`config.mk`:
```
export PLATFORM = sky130hd
export DESIGN_NAME = hss_ctrl
export DESIGN_NICKNAME = d
export VERILOG_FILES = /design/src/logic/hss_pkg.sv /design/src/logic/hss_tmr_if.sv /design/src/logic/hss_timer.sv /design/src/logic/hss_ctrl.sv
export SDC_FILE = /design/constraint.sdc
export NUM_CORES = 1
export LEC_CHECK = 0
export BUFFER_PORTS_ARGS = -buffer_cell sky130_fd_sc_hd__buf_4
export CAP_MARGIN = 20
export CELL_PAD_IN_SITES_DETAIL_PLACEMENT = 0
export CELL_PAD_IN_SITES_GLOBAL_PLACEMENT = 1
export CORE_ASPECT_RATIO = 1.1
export CORE_MARGIN = 2
export CORE_UTILIZATION = 52
export CTS_BUF_LIST = sky130_fd_sc_hd__clkbuf_4 sky130_fd_sc_hd__clkbuf_8
export CTS_CLUSTER_DIAMETER = 100
export CTS_CLUSTER_SIZE = 30
export DETAILED_ROUTE_END_ITERATION = 8
export GPL_TIMING_DRIVEN = 0
export PLACE_DENSITY = 0.84
export SETUP_SLACK_MARGIN = 0.1
export SLEW_MARGIN = 10
export SYNTH_ARGS = -nofsm -noshare
export SYNTH_HDL_FRONTEND = slang
export SYNTH_SLANG_ARGS = --single-unit
```
`constraint.sdc`:
```
create_clock -name clk -period 3.3 [get_ports clk]
set_clock_uncertainty 0.15 [all_clocks]
set_input_delay 0.33 -clock clk [delete_from_list [all_inputs] [get_ports clk]]
set_output_delay 0.33 -clock clk [all_outputs]
set_load 0.02 [all_outputs]
```
`src/logic/hss_pkg.sv`:
```
// Constants and types shared by the high-side switch controller
`default_nettype none
package hss_pkg;
   localparam int CLK_PERIOD_NS        = 20;
   localparam int LATCH_CLEAR_TIME_NS  = 300000;
   localparam int WAKE_TIME_NS         = 100000;
   localparam int SENSE_SETTLE_TIME_NS = 50000;
   localparam int CNT_W                = 20;
   // Least times, rounded up to whole cycles
   localparam int LATCH_CLEAR_CYC  = (LATCH_CLEAR_TIME_NS + CLK_PERIOD_NS - 1) / CLK_PERIOD_NS;
   localparam int WAKE_CYC         = (WAKE_TIME_NS + CLK_PERIOD_NS - 1) / CLK_PERIOD_NS;
   localparam int SENSE_SETTLE_CYC = (SENSE_SETTLE_TIME_NS + CLK_PERIOD_NS - 1) / CLK_PERIOD_NS;

   typedef enum logic [2:0] {
      ST_OFF       = 3'b000,
      ST_SETTLE    = 3'b001,
      ST_ON        = 3'b010,
      ST_ACK       = 3'b011,
      ST_OFF_BLANK = 3'b100
   } hss_state_type;
endpackage
`default_nettype wire

```
`src/logic/hss_tmr_if.sv`:
```
// Carrier between the controller sequencer and its interval timer
`default_nettype none
interface hss_tmr_if;
   import hss_pkg::*;
   logic             start;
   logic [CNT_W-1:0] load;
   logic             done;
   logic             busy;
   modport ctl (output start, output load, input done, input busy);
   modport tmr (input start, input load, output done, output busy);
endinterface
`default_nettype wire

```
`src/logic/hss_timer.sv`:
```
// Down-counting interval timer with a one-cycle done pulse
`default_nettype none
module hss_timer (
   input wire logic clk,
   input wire logic rst_n,
   hss_tmr_if.tmr   tmr
);
   import hss_pkg::*;

   logic [CNT_W-1:0] count_q;
   logic [CNT_W-1:0] count_d;
   logic             done_q;
   logic             done_d;

   always_comb begin
      count_d = count_q;
      done_d  = 1'b0;
      if (tmr.start) begin
         count_d = tmr.load; // RQ17
      end else if (count_q != '0) begin
         count_d = count_q - 1'b1;
         done_d  = (count_q == {{(CNT_W-1){1'b0}}, 1'b1});
      end
   end

   always_ff @(posedge clk) begin
      if (!rst_n) begin
         count_q <= '0;
         done_q  <= 1'b0;
      end else begin
         count_q <= count_d;
         done_q  <= done_d;
      end
   end

   assign tmr.done = done_q;
   assign tmr.busy = (count_q != '0);
endmodule // hss_timer
`default_nettype wire

```
`src/logic/hss_ctrl.sv`:
```
// Host controller that drives the switch command pin and reads the sense fault level
// What the device and this block must do
// RQ1 - Device latches off on over-temperature
// RQ2 - Acknowledge fault by command low long enough
// RQ3 - Device turns off on ground loss
// RQ4 - After ground returns, apply reset through command
// RQ5 - Device follows command between supply limits
// RQ6 - Proportional sense only without hard fault
// RQ7 - Device drives fault current on fault
// RQ8 - Fault indication clears after low past clear time
// RQ9 - Off-state faults show after clear time only
// RQ10 - Ignore sense while stage switches
// RQ11 - Add wake delay when logic slept
// RQ12 - Sense meaning depends on command and low time
// RQ13 - Fault current until command low past clear
// RQ14 - Command high on, low off
// RQ15 - Device latches off on over-current
// RQ16 - Device logic sleeps after clear time low
// RQ17 - Clear and wake times are cycle counts
`default_nettype none
module hss_ctrl #(
   parameter int unsigned CLEAR_CYC = hss_pkg::LATCH_CLEAR_CYC,
   parameter int unsigned WAKE_CYC  = hss_pkg::WAKE_CYC
) (
   input  wire logic clk,
   input  wire logic rst_n,
   input  wire logic user_on,
   input  wire logic gnd_reset_req,
   input  wire logic sense_fault_pin,
   output logic      switch_cmd,
   output logic      sense_valid,
   output logic      fault_latched,
   output logic      offstate_fault,
   output logic      ack_busy
);
   import hss_pkg::*;

   localparam logic [CNT_W-1:0] SETTLE_LD   = CNT_W'(SENSE_SETTLE_CYC);
   localparam logic [CNT_W-1:0] WAKE_LD     = CNT_W'(WAKE_CYC);
   // One cycle beyond the clear time so the release is strictly past it
   localparam logic [CNT_W-1:0] ACK_LD      = CNT_W'(CLEAR_CYC + 1);
   // Assumed sleep falls CLEAR_CYC cycles after command low, the same cycle as the device's: a needless wake wait is harmless, a missing one is not
   localparam logic [CNT_W-1:0] SLEEP_LD    = CNT_W'(CLEAR_CYC - SENSE_SETTLE_CYC - 2);
   localparam logic [CNT_W-1:0] CNT_MAX     = '1;
   localparam int               CLEAR_INT   = CLEAR_CYC;
   localparam int               SETTLE_INT  = SENSE_SETTLE_CYC;
   localparam int               WAKE_INT    = WAKE_CYC;

   hss_tmr_if tmr_bus ();

   hss_timer u_timer (
      .clk   (clk),
      .rst_n (rst_n),
      .tmr   (tmr_bus)
   );

   // Pin synchroniser; only the second stage is read
   logic fault_meta_q;
   logic fault_s_q;

   always_ff @(posedge clk) begin
      if (!rst_n) begin
         fault_meta_q <= 1'b0;
         fault_s_q    <= 1'b0;
      end else begin
         fault_meta_q <= sense_fault_pin;
         fault_s_q    <= fault_meta_q;
      end
   end

   hss_state_type state_q;
   hss_state_type state_d;
   logic          cmd_q;
   logic          cmd_d;
   logic          valid_q;
   logic          valid_d;
   logic          fault_q;
   logic          fault_d;
   logic          offst_q;
   logic          offst_d;
   logic          asleep_q;
   logic          asleep_d;
   logic          woke_q;
   logic          woke_d;
   logic          ack_q;
   logic          ack_d;

   always_comb begin
      state_d       = state_q;
      cmd_d         = cmd_q;
      valid_d       = valid_q;
      fault_d       = fault_q;
      offst_d       = offst_q;
      asleep_d      = asleep_q;
      woke_d        = woke_q;
      tmr_bus.start = 1'b0;
      tmr_bus.load  = '0;
      if (gnd_reset_req && state_q != ST_ACK) begin
         // Forced low pulse to restart the device after a ground fault
         state_d       = ST_ACK; // RQ4
         cmd_d         = 1'b0;
         valid_d       = 1'b0;
         offst_d       = 1'b0;
         tmr_bus.start = 1'b1;
         tmr_bus.load  = ACK_LD;
      end else begin
         case (state_q)
            ST_OFF: begin
               if (tmr_bus.done) begin
                  asleep_d = 1'b1; // RQ16
               end
               // Only after the clear time does the fault level mean an off-state fault
               offst_d = asleep_q && fault_s_q; // RQ9
               if (user_on) begin
                  state_d       = ST_SETTLE;
                  cmd_d         = 1'b1; // RQ14
                  offst_d       = 1'b0;
                  // Sleep timer expiring in this very cycle counts as asleep
                  woke_d        = asleep_q || tmr_bus.done;
                  tmr_bus.start = 1'b1;
                  tmr_bus.load  = (asleep_q || tmr_bus.done) ? SETTLE_LD + WAKE_LD : SETTLE_LD; // RQ11
               end
            end
            ST_SETTLE: begin
               if (!user_on) begin
                  state_d       = ST_OFF_BLANK;
                  cmd_d         = 1'b0;
                  tmr_bus.start = 1'b1;
                  tmr_bus.load  = SETTLE_LD;
               end else if (tmr_bus.done) begin
                  state_d  = ST_ON;
                  valid_d  = 1'b1; // RQ10
                  asleep_d = 1'b0;
               end
            end
            ST_ON: begin
               if (fault_s_q) begin
                  // Device has latched off; sense holds the fault level
                  state_d       = ST_ACK; // RQ1 RQ15 RQ7
                  fault_d       = 1'b1;
                  cmd_d         = 1'b0;
                  valid_d       = 1'b0;
                  tmr_bus.start = 1'b1;
                  tmr_bus.load  = ACK_LD; // RQ2
               end else if (!user_on) begin
                  state_d       = ST_OFF_BLANK;
                  cmd_d         = 1'b0;
                  valid_d       = 1'b0; // RQ10
                  tmr_bus.start = 1'b1;
                  tmr_bus.load  = SETTLE_LD;
               end
            end
            ST_OFF_BLANK: begin
               // Turn-off transient; restart waits so blanking is never cut short
               if (tmr_bus.done) begin
                  state_d       = ST_OFF;
                  tmr_bus.start = 1'b1;
                  tmr_bus.load  = SLEEP_LD;
               end
            end
            ST_ACK: begin
               if (tmr_bus.done) begin
                  state_d  = ST_OFF;
                  fault_d  = 1'b0; // RQ8 RQ13
                  asleep_d = 1'b1;
               end
            end
            default: begin
               state_d = ST_OFF;
               cmd_d   = 1'b0;
               valid_d = 1'b0;
            end
         endcase
      end
      ack_d = (state_d == ST_ACK); // RQ2
   end

   always_ff @(posedge clk) begin
      if (!rst_n) begin
         state_q  <= ST_OFF;
         cmd_q    <= 1'b0;
         valid_q  <= 1'b0;
         fault_q  <= 1'b0;
         offst_q  <= 1'b0;
         asleep_q <= 1'b1;
         woke_q   <= 1'b0;
         ack_q    <= 1'b0;
      end else begin
         state_q  <= state_d;
         cmd_q    <= cmd_d;
         valid_q  <= valid_d;
         fault_q  <= fault_d;
         offst_q  <= offst_d;
         asleep_q <= asleep_d;
         woke_q   <= woke_d;
         ack_q    <= ack_d;
      end
   end

   assign switch_cmd     = cmd_q;
   assign sense_valid    = valid_q;
   assign fault_latched  = fault_q;
   assign offstate_fault = offst_q;
   assign ack_busy       = ack_q;

   // Cycle counters read only by the checks below
   logic [CNT_W-1:0] low_cnt_q;
   logic [CNT_W-1:0] low_cnt_d;
   logic [CNT_W-1:0] on_cnt_q;
   logic [CNT_W-1:0] on_cnt_d;

   always_comb begin
      low_cnt_d = (cmd_q || low_cnt_q == CNT_MAX) ? (cmd_q ? '0 : low_cnt_q) : low_cnt_q + 1'b1;
      on_cnt_d  = (!cmd_q || on_cnt_q == CNT_MAX) ? (cmd_q ? on_cnt_q : '0) : on_cnt_q + 1'b1;
   end

   always_ff @(posedge clk) begin
      if (!rst_n) begin
         low_cnt_q <= '0;
         on_cnt_q  <= '0;
      end else begin
         low_cnt_q <= low_cnt_d;
         on_cnt_q  <= on_cnt_d;
      end
   end

   a_fault_clear_time: assert property (@(posedge clk) disable iff (!rst_n) // RQ8
      $fell(fault_q) |-> (int'(low_cnt_q) > CLEAR_INT) && !cmd_q)
      else $error("fault released before command was low past the clear time");

   a_ack_holds_low: assert property (@(posedge clk) disable iff (!rst_n) // RQ2
      (state_q == ST_ACK) |-> !cmd_q && !valid_q)
      else $error("command not held low during acknowledge");

   a_blank_on_rise: assert property (@(posedge clk) disable iff (!rst_n) // RQ10
      $rose(cmd_q) |-> !valid_q [*8])
      else $error("sense marked valid while stage turns on");

   a_blank_on_fall: assert property (@(posedge clk) disable iff (!rst_n) // RQ10
      $fell(cmd_q) |-> !valid_q)
      else $error("sense marked valid while stage turns off");

   a_wake_delay: assert property (@(posedge clk) disable iff (!rst_n) // RQ11
      $rose(valid_q) |-> int'(on_cnt_q) >= (woke_q ? SETTLE_INT + WAKE_INT : SETTLE_INT))
      else $error("sense valid before settle and wake time");

   a_gnd_reset_ack: assert property (@(posedge clk) disable iff (!rst_n) // RQ4
      (gnd_reset_req && state_q != ST_ACK) |=> (state_q == ST_ACK) && !cmd_q)
      else $error("ground reset request did not start a low pulse");

   a_fault_to_ack: assert property (@(posedge clk) disable iff (!rst_n) // RQ2
      (state_q == ST_ON && fault_s_q && !gnd_reset_req) |=> fault_q && !cmd_q ##1 ack_busy)
      else $error("sensed fault not acknowledged");

   a_ack_timer_runs: assert property (@(posedge clk) disable iff (!rst_n) // RQ2
      (state_q == ST_ACK) |-> tmr_bus.busy || tmr_bus.done)
      else $error("acknowledge timer stopped before the low pulse ended");
endmodule // hss_ctrl
`default_nettype wire

```
==> qor.tcl <==
set qor(run_status) {completed}
set qor(maxCapViolCount) 0
set qor(ant_nets) 0
set qor(worstSetupPathType) {flip-flop to flip-flop}
set qor(post-place-ws_ps) 1170
set qor(timing.hold.ws_ps) 99.3
set qor(antenna_cells) 0
set qor(ctsRootBufferMaster) {clkbuf_8}
set qor(swShare_pct) 35.5
set qor(mappedNetlistNets) 252
set qor(power.share.clock_pct) 29.6
set qor(n_fill_cell) 348
set qor(placed_wire_length_estimate_mm) 3.55
set qor(drcViolationCount) 0
set qor(cp_data_required_time_ps) 3370
set qor(post_dp_cell_area_sq_um) 2170
set qor(cts_buffers) 5
set qor(clock-sinks) 32
set qor(crit_path_start_kind) {flip-flop}
set qor(htree_levels) 2
set qor(destination_of_the_worst_register_to_register_timing_path) {u_timer.count_q[12]$_SDFFE_PN0P_}
set qor(async_reset_ff_share_pct) 0
set qor(critical_path_buf_inv_count) 2
set qor(final_nets) 268
set qor(critical_path.slowest_cell) {dfxtp_1}
set qor(synth.most_common_cell) {dfxtp_1}
set qor(rsz0062_at_grt) {no}
set qor(worstSetupStartpoint) {u_timer.count_q[0]$_SDFFE_PN0P_}
set qor(finalHoldViolCount) 0
set qor(ctsLongestPathBuffers) 2
set qor(die_area_sq_um) 4450
set qor(crit_chain) {inv_1, ha_1, or3b_1, clkbuf_1, nor4_2, xor2_1, o21ai_1, a21oi_1}
set qor(ff_latch_count_synth) 32
set qor(syn_area_sq_um) 2040
set qor(ys_warn_count) 0
set qor(holdCritPathClass) {input pin to flip-flop}
set qor(grt_pass1_wl_mm) 8.40
set qor(postLayoutSetupSlackWorst_ps) 1150
set qor(number_of_distinct_library_cells_after_synthesis) 65
set qor(floorplan.rows) 23
set qor(report.final.slew_viol_count) 0
set qor(timing.critical_path.max_delay_family) {simple AND/OR/NAND/NOR gates}
set qor(intPower_w) 0.000910
set qor(postRouteWirelength_mm) 4.80
set qor(place.port_buffers) 9
set qor(clk_latency_ps) 290
set qor(min_from) {sense_fault_pin}
set qor(worst-path-stages) 8
set qor(syn_avg_cell_area_sq_um) 8.38
set qor(worstReg2RegStart) {u_timer.count_q[0]$_SDFFE_PN0P_}
set qor(timing.critical_path.to) {u_timer.count_q[12]$_SDFFE_PN0P_}
set qor(timing.fmax_ghz) 0.465
set qor(floorplan.initialDensity_pct) 55.1
set qor(setup_viol_count_final) 0
set qor(tns_ps) 0
set qor(dominantRegCellSynth) {dfxtp_1}
set qor(clock_tree_from_tritoncts) {built}
set qor(power.share.sequential_pct) 34.4
set qor(cts.reportedPaths.clkPinSlew_ps) 70
set qor(layout-drive-gt1-share_pct) 17.2
set qor(antenna_found_initial) 0
set qor(detailroute.via_count) 1789
set qor(synth.yosys.seq_area_share_pct) 31.3
set qor(maximum_number_of_pins_on_one_net_before_global_route_repair) 11
set qor(area.growth.synth_to_final_pct) 12.5
set qor(power.static_leakage_nw) 0.854
set qor(floorplan.die.width_microns) 63.8
set qor(post_dr_wirelength_cell_microns) 15.4
set qor(count_of_cells_resized_by_post_cts_repair) 0
set qor(number_of_global_route_vias_before_repair) 1727
set qor(post_route_fraction_of_the_period_consumed_by_the_critical_path_pct) 65.1
set qor(detail_route.vias_per_cell) 5.75
set qor(post_synth_inst_count) 244
set qor(switching_power_w) 0.000500
set qor(final_cell_area_sq_um) 2300
set qor(drt_iter0_drc) 113
set qor(drtPass1Iterations) 4
set qor(layout_min_cycle_time_ps) 2150
set qor(synth_top_cells_by_count) {32 x dfxtp_1, 25 x nor2_1, 18 x a21oi_1}
set qor(finalCoreUtilization_pct) 62.0
set qor(worst-slew-pin-transition_ps) 541
set qor(timing.reg2reg.worst_path_depth) 8
set qor(reg2reg_setup_slack_ps) 1150
set qor(yosys.area.top_type) {dfxtp_1}
set qor(cp-end-kind) {flip-flop}
set qor(delay_of_the_slowest_cell_on_the_worst_path_ps) 340
set qor(synth_top_area_share_pct) 31.3
set qor(post-cts-setup-buffers) 0
set qor(power_frac_comb_pct) 36.0
set qor(globalRouteOverflowTotal) 0
set qor(synth_enable_flop_cells) 0
set qor(worst-path-max-fanout) 8
set qor(top_ports) 10
set qor(gpl.final_weighted_congestion) 0.862
set qor(coreArea_sq_um) 3710
set qor(vdd.ir_drop.worst_uv) 216
set qor(postCtsHoldBufs) 0
set qor(groute.usage.overall_pct) 24.0
set qor(critPathArrivalTime_ps) 2220
set qor(worst_slew_margin_rel_pct) 63.6
set qor(power-per-cell-area_nw_per_um2) 613
set qor(fp.dieH_microns) 69.8
set qor(synthTopCellsByArea) {dfxtp_1 31%, nor2_1 4.6%, a21oi_1 4.4%}
-- through the flow --
stage / instances / total power, W
5_1_grt: 311 / 0.00150
3_3_place_gp: 303 / 0.000996
4_1_cts: 311 / 0.00142
3_5_place_dp: 303 / 0.000997
2_1_floorplan: 244 / 0.000892
6_report: 311 / 0.00141
-- registers in the layout, summed over array words and instances (netlist names) --
signal            count
u_timer.count_q      20
state_q               3
ack_busy              1
asleep_q              1
fault_latched         1
fault_meta_q          1
fault_s_q             1
offstate_fault        1
sense_valid           1
switch_cmd            1
u_timer.tmr.done      1
-- worst min path at each step --
stage,to,slack [ps],cells past startpoint
detailed placement,fault_s_q$_SDFF_PN0_,290,1
floorplan,fault_s_q$_SDFF_PN0_,260,1
global route,fault_meta_q$_SDFF_PN0_,110,2
global placement,fault_s_q$_SDFF_PN0_,260,1
finish,fault_meta_q$_SDFF_PN0_,100,2
CTS,fault_meta_q$_SDFF_PN0_,100,2
-- power by group through the flow --
stage	Clock (W)	Combinational, W	Sequential, W
after floorplan	0	0.000409	0.000483
after global placement	0	0.000505	0.000491
after detailed placement	0	0.000505	0.000492
after CTS	0.000429	0.000509	0.000484
after global routing	0.000446	0.000564	0.000492
final	0.000418	0.000508	0.000485
-- routing by layer --
metal	vias to the layer above	global-route usage (%)	wire, microns
li1	907	-	-
met1	847	29.4	2140
met2	31	41.2	2460
met3	4	4.87	141
met4	0	8.21	44
met5	-	0	0
-- cell type report --
type,count,area [sq um],area share [%]
multi-input combinational,189,1280,55.6
sequential,32,641,27.8
clock buffer,7,96.3,4.19
buffer,15,95.1,4.13
timing repair buffer,9,67.6,2.94
tap,50,62.6,2.72
clock inverter,1,30.0,1.31
inverter,8,30.0,1.31
-- kinds of logic after synthesis --
family	synth area share, %
flops	31.3
fa+ha+maj	1.84
simple gates	31.0
buf+inv	6.12
compound gates	22.8
mux	0.979
xor+xnor	6.00
-- layout by cell type (no fill, tap or decap), drive strengths merged, types with 6 or more instances in the layout --
cell / synthesis / final
a21oi: 18 / 18
o211ai: 6 / 6
o21ai: 18 / 18
xor2: 10 / 10
nand2b: 6 / 6
buf: 4 / 13
nand2: 17 / 17
clkbuf: 11 / 18
nor3: 13 / 13
inv: 8 / 8
dfxtp: 32 / 32
nor2: 27 / 27
No activity file was read; power rests on OpenSTA's default activity.
